## config.mk

```make
export PLATFORM = sky130hd
export DESIGN_NAME = plcb_ctrl
export DESIGN_NICKNAME = d
export VERILOG_FILES = /design/src/core/plcb_pkg.sv /design/src/core/plcb_ctrl.sv
export SDC_FILE = /design/constraint.sdc
export NUM_CORES = 1
export LEC_CHECK = 0
export ABC_AREA = 0
export CELL_PAD_IN_SITES_DETAIL_PLACEMENT = 0
export CELL_PAD_IN_SITES_GLOBAL_PLACEMENT = 1
export CORE_ASPECT_RATIO = 0.6
export CORE_UTILIZATION = 49
export DETAILED_ROUTE_END_ITERATION = 10
export DONT_BUFFER_PORTS = 1
export GPL_ROUTABILITY_DRIVEN = 1
export PLACE_DENSITY = 0.92
export SLEW_MARGIN = 15
export SYNTH_ARGS = -nofsm -noshare
export SYNTH_HDL_FRONTEND = slang
export SYNTH_SLANG_ARGS = --single-unit
```

## constraint.sdc

```tcl
create_clock -name aclk -period 2.8 [get_ports aclk]
set_input_delay 0.14 -clock aclk [delete_from_list [all_inputs] [get_ports aclk]]
set_output_delay 0.14 -clock aclk [all_outputs]
set_load 0.005 [all_outputs]
```

## src/core/plcb_pkg.sv

```systemverilog
package plcb_pkg;

  // ****************************************
  // register map (printed offsets are indices)
  // ****************************************
  localparam logic [7:0]  REG_IDX_CTRL_ONE   = 8'h09;
  localparam logic [7:0]  REG_IDX_CTRL_TWO   = 8'h0a;
  localparam logic [7:0]  REG_IDX_CTRL_THREE = 8'h0b;
  localparam logic [7:0]  REG_IDX_STATUS     = 8'h0c;
  localparam logic [1:0]  ADDR_LSB           = 2'h2;

  // ****************************************
  // field positions
  // ****************************************
  localparam int C1_FAST_MDIX   = 6;
  localparam int C1_ROBUST_MDIX = 5;
  localparam int C2_FAST_PD     = 6;
  localparam int C2_EXT_FD      = 5;
  localparam int C2_ENH_LED     = 4;
  localparam int C2_ISO_MII     = 3;
  localparam int C2_IDLE_ERR    = 2;
  localparam int C2_ODD_DIS     = 1;
  localparam int C2_RMII_RXCLK  = 0;
  localparam int C3_EQ_BYPASS   = 12;
  localparam int C3_DSCR_DROP   = 10;
  localparam int C3_FLD_LO      = 0;
  localparam int C3_FLD_HI      = 3;

  // ****************************************
  // reset values and writable masks
  // ****************************************
  localparam logic [15:0] CTRL_ONE_RST   = 16'h0000;
  localparam logic [15:0] CTRL_TWO_RST   = 16'h0100;
  localparam logic [15:0] CTRL_THREE_RST = 16'h1000;
  localparam logic [15:0] CTRL_ONE_MASK  = 16'hffff;
  localparam logic [15:0] CTRL_TWO_MASK  = 16'hfffe;
  localparam logic [15:0] CTRL_THREE_MASK= 16'hf7ff;

  localparam logic [1:0]  RESP_OKAY   = 2'h0;
  localparam logic [1:0]  RESP_SLVERR = 2'h2;

  // ****************************************
  // carriers
  // ****************************************
  typedef enum logic [1:0] {
    PLCB_SPD_NONE  = 2'h0,
    PLCB_SPD_10    = 2'h1,
    PLCB_SPD_100TX = 2'h3
  } plcb_speed_e;

  typedef struct packed {
    logic        link_up;
    plcb_speed_e speed;
    logic        an_or_force_100;
    logic        partner_forced_100;
    logic        ieee_full_duplex;
    logic        activity;
    logic        eq_error;
    logic        dscr_lock_lost;
    logic [3:0]  other_drop;
  } plcb_link_s;

  typedef struct packed {
    logic       link_up;
    logic       full_duplex;
    logic       fast_pd_link;
    logic       mii_isolate;
    logic       led_link;
    logic       rmii_ref_rxclk;
    logic       link_drop;
  } plcb_status_s;

endpackage : plcb_pkg

```

## src/core/plcb_ctrl.sv

```systemverilog
// Summary of operation
// - fast control bit set selects shortened parallel-detect link-up time.
// - fast or robust crossover mode in control one forces fast link-up bit.
// - extended duplex on: partner forced 100TX with us AN/forced 100TX is full.
// - extended duplex off: duplex follows the standard resolution only.
// - enhanced LED lights only for 100TX full duplex; else any link.
// - enhanced LED mode suppresses activity blinking.
// - isolate enabled: receive error output held low in 100TX half or any 10 link.
// - idle-error bit enables reporting of receive symbol errors in IDLE.
// - odd-nibble detection on by default; bit set turns it off.
// - odd nibble adds one transmit enable clock after a one-clock gap, flagged as error.
// - RMII receive data referenced to RX_CLK when set, else crystal input.
// - equalizer bypass bit, reset one, ignores equalizer error indication.
// - descrambler drop bit drops link when descrambler loses lock.
// - descrambler drop coexists with the other four fast link-down criteria.
`timescale 1ns/100ps
`default_nettype none

module plcb_ctrl
  import plcb_pkg::*;
(
  // clock and reset
  input  wire logic               aclk,
  input  wire logic               aresetn,
  // axi4-lite write
  input  wire logic [31:0]        s_axi_awaddr,
  input  wire logic               s_axi_awvalid,
  output logic                    s_axi_awready,
  input  wire logic [31:0]        s_axi_wdata,
  input  wire logic [3:0]         s_axi_wstrb,
  input  wire logic               s_axi_wvalid,
  output logic                    s_axi_wready,
  output logic [1:0]              s_axi_bresp,
  output logic                    s_axi_bvalid,
  input  wire logic               s_axi_bready,
  // axi4-lite read
  input  wire logic [31:0]        s_axi_araddr,
  input  wire logic               s_axi_arvalid,
  output logic                    s_axi_arready,
  output logic [31:0]             s_axi_rdata,
  output logic [1:0]              s_axi_rresp,
  output logic                    s_axi_rvalid,
  input  wire logic               s_axi_rready,
  // link state from the pma/pcs
  input  wire plcb_pkg::plcb_link_s link_in,
  // mii transmit side from the mac
  input  wire logic               tx_en_in,
  input  wire logic               tx_er_in,
  input  wire logic               tx_nibble_odd,
  // receive symbol error
  input  wire logic               rx_sym_err,
  input  wire logic               rx_idle,
  input  wire logic               rx_dv_in,
  // outputs
  output logic                    tx_en_out,
  output logic                    tx_er_out,
  output logic                    rx_er_out,
  output logic                    led_link,
  output plcb_pkg::plcb_status_s  status
);
  import plcb_pkg::*;

  // ****************************************
  // input synchronisers (link state is from pins/other logic)
  // ****************************************
  plcb_link_s link_s1_q;
  plcb_link_s link_q;
  logic [2:0] txr_s1_q;
  logic [2:0] txr_q;
  logic [2:0] rx_s1_q;
  logic [2:0] rx_q;

  always_ff @(posedge aclk) begin
    if (!aresetn) begin
      link_s1_q <= '0;
      link_q    <= '0;
      txr_s1_q  <= '0;
      txr_q     <= '0;
      rx_s1_q   <= '0;
      rx_q      <= '0;
    end else begin
      link_s1_q <= link_in;
      link_q    <= link_s1_q;
      txr_s1_q  <= {tx_en_in, tx_er_in, tx_nibble_odd};
      txr_q     <= txr_s1_q;
      rx_s1_q   <= {rx_sym_err, rx_idle, rx_dv_in};
      rx_q      <= rx_s1_q;
    end
  end

  // ****************************************
  // register bus
  // ****************************************
  logic [15:0] ctrl_one_q;
  logic [15:0] ctrl_two_q;
  logic [15:0] ctrl_three_q;
  logic        aw_held_q;
  logic        w_held_q;
  logic [7:0]  aw_idx_q;
  logic [31:0] w_data_q;
  logic [3:0]  w_strb_q;
  logic        wr_go;
  logic        wr_hit;
  logic [15:0] wr_mask;
  logic [7:0]  ar_idx;
  logic [15:0] rd_val;
  logic        rd_hit;

  assign s_axi_awready = !aw_held_q && !s_axi_bvalid;
  assign s_axi_wready  = !w_held_q && !s_axi_bvalid;
  assign s_axi_arready = !s_axi_rvalid;
  assign wr_go         = aw_held_q && w_held_q;
  assign wr_mask       = {{8{w_strb_q[1]}}, {8{w_strb_q[0]}}};
  assign wr_hit        = (aw_idx_q == REG_IDX_CTRL_ONE) || (aw_idx_q == REG_IDX_CTRL_TWO)
                      || (aw_idx_q == REG_IDX_CTRL_THREE);
  assign ar_idx        = s_axi_araddr[9:2];

  always_ff @(posedge aclk) begin
    if (!aresetn) begin
      aw_held_q <= 1'b0;
      w_held_q  <= 1'b0;
      aw_idx_q  <= '0;
      w_data_q  <= '0;
      w_strb_q  <= '0;
      s_axi_bvalid <= 1'b0;
      s_axi_bresp  <= RESP_OKAY;
    end else begin
      if (s_axi_awvalid && s_axi_awready) begin
        aw_held_q <= 1'b1;
        aw_idx_q  <= s_axi_awaddr[9:2];
      end
      if (s_axi_wvalid && s_axi_wready) begin
        w_held_q <= 1'b1;
        w_data_q <= s_axi_wdata;
        w_strb_q <= s_axi_wstrb;
      end
      if (wr_go) begin
        aw_held_q    <= 1'b0;
        w_held_q     <= 1'b0;
        s_axi_bvalid <= 1'b1;
        s_axi_bresp  <= wr_hit ? RESP_OKAY : RESP_SLVERR;
      end else if (s_axi_bvalid && s_axi_bready) begin
        s_axi_bvalid <= 1'b0;
      end
    end
  end

  // control registers; bit 6 of control two reads back as the crossover-forced copy
  always_ff @(posedge aclk) begin
    if (!aresetn) begin
      ctrl_one_q   <= CTRL_ONE_RST;
      ctrl_two_q   <= CTRL_TWO_RST;
      ctrl_three_q <= CTRL_THREE_RST;
    end else if (wr_go) begin
      if (aw_idx_q == REG_IDX_CTRL_ONE)
        ctrl_one_q <= (ctrl_one_q & ~(wr_mask & CTRL_ONE_MASK))
                    | (w_data_q[15:0] & wr_mask & CTRL_ONE_MASK);
      if (aw_idx_q == REG_IDX_CTRL_TWO)
        ctrl_two_q <= (ctrl_two_q & ~wr_mask) | (w_data_q[15:0] & wr_mask);
      if (aw_idx_q == REG_IDX_CTRL_THREE)
        ctrl_three_q <= (ctrl_three_q & ~(wr_mask & CTRL_THREE_MASK))
                      | (w_data_q[15:0] & wr_mask & CTRL_THREE_MASK);
    end
  end

  // crossover modes hold the fast link-up bit at one
  logic fast_pd_eff;
  assign fast_pd_eff = ctrl_two_q[C2_FAST_PD] | ctrl_one_q[C1_FAST_MDIX]
                     | ctrl_one_q[C1_ROBUST_MDIX];

  logic [15:0] ctrl_two_rd;
  always_comb begin
    ctrl_two_rd              = ctrl_two_q;
    ctrl_two_rd[C2_FAST_PD]  = fast_pd_eff;
  end

  always_comb begin
    rd_hit = 1'b1;
    unique case (ar_idx)
      REG_IDX_CTRL_ONE:   rd_val = ctrl_one_q;
      REG_IDX_CTRL_TWO:   rd_val = ctrl_two_rd;
      REG_IDX_CTRL_THREE: rd_val = ctrl_three_q;
      REG_IDX_STATUS:     rd_val = {9'h000, status};
      default: begin
        rd_val = '0;
        rd_hit = 1'b0;
      end
    endcase
  end

  always_ff @(posedge aclk) begin
    if (!aresetn) begin
      s_axi_rvalid <= 1'b0;
      s_axi_rdata  <= '0;
      s_axi_rresp  <= RESP_OKAY;
    end else if (s_axi_arvalid && s_axi_arready) begin
      s_axi_rvalid <= 1'b1;
      s_axi_rdata  <= {16'h0000, rd_val};
      s_axi_rresp  <= rd_hit ? RESP_OKAY : RESP_SLVERR;
    end else if (s_axi_rvalid && s_axi_rready) begin
      s_axi_rvalid <= 1'b0;
    end
  end

  // ****************************************
  // link resolution
  // ****************************************
  logic is_100tx;
  logic is_10;
  logic full_duplex;
  logic drop_req;

  assign is_100tx = link_q.link_up && (link_q.speed == PLCB_SPD_100TX);
  assign is_10    = link_q.link_up && (link_q.speed == PLCB_SPD_10);

  always_comb begin
    full_duplex = link_q.ieee_full_duplex;
    if (ctrl_two_q[C2_EXT_FD] && link_q.an_or_force_100 && link_q.partner_forced_100)
      full_duplex = 1'b1;
  end

  // equalizer error counts only while bypass is clear; descrambler loss when enabled
  assign drop_req = (link_q.eq_error && !ctrl_three_q[C3_EQ_BYPASS])
                  || (link_q.dscr_lock_lost && ctrl_three_q[C3_DSCR_DROP])
                  || (|(link_q.other_drop & ctrl_three_q[C3_FLD_HI:C3_FLD_LO]));

  // ****************************************
  // led
  // ****************************************
  // activity blink: toggle on activity, suppressed in enhanced mode
  logic blink_q;
  always_ff @(posedge aclk) begin
    if (!aresetn)
      blink_q <= 1'b0;
    else
      blink_q <= link_q.activity ? ~blink_q : 1'b0;
  end

  always_ff @(posedge aclk) begin
    if (!aresetn)
      led_link <= 1'b0;
    else if (ctrl_two_q[C2_ENH_LED])
      led_link <= is_100tx && full_duplex && !drop_req;
    else
      led_link <= link_q.link_up && !drop_req && !blink_q;
  end

  // ****************************************
  // mii isolation and transmit path
  // ****************************************
  logic isolate;
  logic odd_ext_q;
  logic tx_en_prev_q;
  assign isolate = ctrl_two_q[C2_ISO_MII] && ((is_100tx && !full_duplex) || is_10);

  // falling tx enable with an odd nibble count adds one errored cycle
  always_ff @(posedge aclk) begin
    if (!aresetn) begin
      tx_en_prev_q <= 1'b0;
      odd_ext_q    <= 1'b0;
    end else begin
      tx_en_prev_q <= txr_q[2];
      odd_ext_q    <= tx_en_prev_q && !txr_q[2] && txr_q[0]
                   && !ctrl_two_q[C2_ODD_DIS];
    end
  end

  always_ff @(posedge aclk) begin
    if (!aresetn) begin
      tx_en_out <= 1'b0;
      tx_er_out <= 1'b0;
    end else begin
      tx_en_out <= txr_q[2] || odd_ext_q;
      tx_er_out <= (txr_q[2] && txr_q[1]) || odd_ext_q;
    end
  end

  // receive error: idle-state symbol errors only when enabled; held low while isolated (transmit outputs unaffected)
  always_ff @(posedge aclk) begin
    if (!aresetn)
      rx_er_out <= 1'b0;
    else if (isolate)
      rx_er_out <= 1'b0;
    else
      rx_er_out <= rx_q[2] && (rx_q[0] || (rx_q[1] && ctrl_two_q[C2_IDLE_ERR]));
  end

  // ****************************************
  // status
  // ****************************************
  always_ff @(posedge aclk) begin
    if (!aresetn)
      status <= '0;
    else begin
      status.link_up        <= link_q.link_up && !drop_req;
      status.full_duplex    <= full_duplex;
      status.fast_pd_link   <= fast_pd_eff;
      status.mii_isolate    <= isolate;
      status.led_link       <= led_link;
      status.rmii_ref_rxclk <= ctrl_two_q[C2_RMII_RXCLK];
      status.link_drop      <= drop_req;
    end
  end

endmodule // plcb_ctrl
`default_nettype wire

```

Word level (Yosys, flattened, before mapping). Cells that the tools add are included.

Equality and inequality tests: 9. Muxes and demuxes: 10. Bitwise operators: 14. Reduce and logical (&&, ||, !) cells: 54.

Operators with widths (number): $and A16 B16 Y16 (4); $pmux W16 S4 (1); $eq A8 B4 Y1 const B (7); $or A16 B16 Y16 (3); $not A16 Y16 (2); $logic_and A1 B1 Y1 (26); $logic_not A1 Y1 (10); $logic_or A1 B1 Y1 (8); $reduce_and A2 Y1 (4); $reduce_or A4 Y1 (2); $mux W1 (7); $and A4 B4 Y4 (1); $mux W2 (2); $reduce_bool A2 Y1 (2); $reduce_or A2 Y1 (2); $eq A2 B1 Y1 const B (1); $eq A2 B2 Y1 const B (1); $not A1 Y1 (2); $or A1 B1 Y1 (2).

Flip-flop bits (word level): 150. Input port bits: 126. Output and inout bits: 52. Word-level logic and storage cells: 136.

Logic depth before layout (Yosys ltp).
Word-level depth: 8. Mapped depth: 7. Mapped depth without buffers: 4.

Least setup slack after synthesis. Ideal clock, no wire load.

Path kind: register to register. Start: reg aw_idx_q[4]. End: reg with a tool-made name. Data arrival time: 1.312 ns. Data required time: 2.678 ns. Setup slack: 1.365 ns. Stages on the path, launching flop included: 6. Path buffers: 1. Cells stage by stage: dfxtp_1 nor4_4 nand4_1 buf_2 nand3_1 o21ai_0.

RTL lines: start, declared (line plcb_ctrl.sv:99) `logic [7:0] aw_idx_q;`; start signal, assigned (line plcb_ctrl.sv:130) `aw_idx_q <= s_axi_awaddr[9:2];`.

==> summary.txt <==
Floorplanning
  • Chip width: 139 µm
  • Die ar.: 0.0117 mm²
  • Core Area: 0.0108 mm²
  • Starting Density: 0.514
  • Placement row count: 29
  • Num ports: 178
  • Die Ht: 84.4 µm

Logic synthesis
  • Synth top area share: 0.531
  • Top cells by area, synth: dfxtp_1, nand2_1, and2_1, o21ai_0, nand3_1
  • Syn Inst Count: 604
  • Most numerous cell in the Yosys netlist: dfxtp_1
  • Post-synth EDFFs: 0
  • Top FF cell, synth: dfxtp_1
  • Dominant cell type by area after synthesis: dfxtp_1
  • Syn_area_per_cell: 9.17 µm²
  • Distinct cells, synth: 41
  • Register bit total from synthesis: 147
  • Share of flip-flops with an asynchronous set or reset: 0
  • Sequential share of the synthesized area: 0.531
  • Synthesized area: 0.00554 mm²
  • Yosys warnings: 0
  • Synth top cells by count: dfxtp_1, nand2_1, o21ai_0

STA
  • Max Clock Freq: 504 MHz
  • Setup Skew: 0.00985 ns
  • Fin. Hold Viols: 0
  • Period Utilization, post-route: 0.709
  • Tmin final: 1.98 ns
  • Fin. max-slew vios: 0
  • Hold Slack: 0.0175 ns
  • Final setup fails: 0
  • Total negative slack: 0 ns
  • RSZ-0062 raised after global routing: no
  • Slew @ Worst Pin: 0.816 ns
  • Relative slew slack: 0.455

Setup path
  • CP arrival: 2.25 ns
  • CP Class: flop to flop
  • Start point of the critical path: aw_idx_q[4]$_SDFFE_PN0P_
  • R2r worst-path depth: 4
  • Reg2Reg Setup Slack: 0.82 ns
  • Worst setup EP type: flop
  • Worst r2r src: aw_idx_q[4]$_SDFFE_PN0P_
  • Max FO, Critical Path: 16
  • Critical Path RT: 3.07 ns
  • Startpoint types: flop

CTS
  • Clock Sinks: 147
  • Clock buffer depth: 2
  • Reg clk slew, reported paths: 0.07 ns
  • CTS H-tree lvls: 4
  • Cts hold-fix bufs: 51
  • Clock Latency Late Sink: 0.42 ns
  • Root Driver: clkbuf_16
  • CTS tree: built
  • Post-CTS setup buffer count: 0
  • TritonCTS Buffers: 17
  • Cts repair resizes: 0

Final layout
  • Nets: 759
  • # diodes: 0
  • Layout cells sized above 1: 0.0759
  • Non-Filler Instances: 785
  • Area growth syn-to-layout: 19.2%

Global routing
  • Total grt overflow: 0
  • Initial antenna violation count: 0
  • Largest net degree at the start of global routing: 157
  • Vias in the first global route: 4029
  • First-pass GRT wire length: 20200 µm
  • Total GRT Usage: 0.222

Drt
  • Pre-Repair DR Iteration Count: 9
  • Via count: 4258
  • Met3 WL: 883 µm
  • Post-route ant nets: 0
  • Detailed-route wire length per cell: 15.8 µm
  • Routed wire length: 12400 µm
  • Vias/cell: 5.42
  • Top sig layer: met4
  • Initial DRC Count: 294
  • Met2 routed WL: 5240 µm
  • Met1 Routed Length: 6130 µm
  • DRC Markers: 8

Placement
  • Port-buffer cells: 0
  • Cell count after placement: 702
  • HPWL Detailed: 7780 µm
  • Routability congestion estimate: 0.796

Status
  • Failing checks: DRC
  • Status: finished with violations

Pwr
  • Pwr dens: 722 mW/mm²
  • Pleak: 2.51 nW
  • VDD IR-drop max: 0.492 mV

Hold path
  • Min-delay src: s_axi_araddr[2]
  • Hold path depth: 3
  • Hold crit path type: input pin to flop
  • Hold Crit Endpoint: s_axi_rdata[6]$_SDFFE_PN0P_

Job
  • Max cap viols: 0
==> area by class of cell <==
cell class              count  area (µm²)
clock inverters            15         185
inverters                   3        11.3
fillers                   886        4170
repair buffers             51         528
flip-flops and latches    147        2940
multi-input cells         413        2340
well taps                 139         174
clock buffers              17         425
==> metrics by stage <==
stage | util | power, mW | worst slack [ns] | area [µm²]
floorplan | - | 2.41 | 1.37 | 5600
global placement | 0.507 | 2.38 | 0.943 | 5470
detailed placement | 0.507 | 2.39 | 0.851 | 5470
CTS | 0.613 | 4.79 | 0.811 | 6600
global route | 0.613 | 4.93 | 0.614 | 6600
finish | 0.613 | 4.77 | 0.815 | 6600
==> power by group <==
| part | switching [mW] | total [mW] | internal (mW) |
|---|---|---|---|
| sequential | 0.0358 | 2.19 | 2.15 |
| combinational | 0.136 | 0.249 | 0.113 |
| clock | 0.973 | 2.33 | 1.36 |
==> worst max path at each step <==
stage,end,slack (ns)
after CTS,flop,0.81
after global routing,flop,0.61
after detailed placement,flop,0.85
after floorplan,flop,1.37
after global placement,flop,0.94
final,flop,0.82
==> cells by family after synthesis <==
logic type	synth area share
other	0.000677
AOI/OAI and AO/OA	0.136
DFF	0.531
buffers and inverters	0.0583
muxes	0.0339
and+or+nand+nor	0.240
==> critical path, cell delays in order (launching register included) <==
cell	delay (ns)
dfxtp_1	0.33
nor4_4	0.46
nand4_1	0.63
nand3_1	0.28
o21ai_0	0.12
==> placed cells by master, fill, tap and decap left out, types with 14 or more instances in the layout <==
cell and instances:
o21ai_0 61, a21boi_0 27, dlygate4sd3_1 50, conb_1 18
and2_1 53, dfxtp_1 147, clkbuf_16 17, nand2_1 101
nand3_1 46, mux2_2 14
==> metal layers <==
layer | track usage | vias up
li1 | - | 2096
met1 | 0.308 | 2013
met2 | 0.330 | 138
met3 | 0.0645 | 11
met4 | 0.0768 | 0
met5 | 0 | -
(Power assumes the default switching activity.)
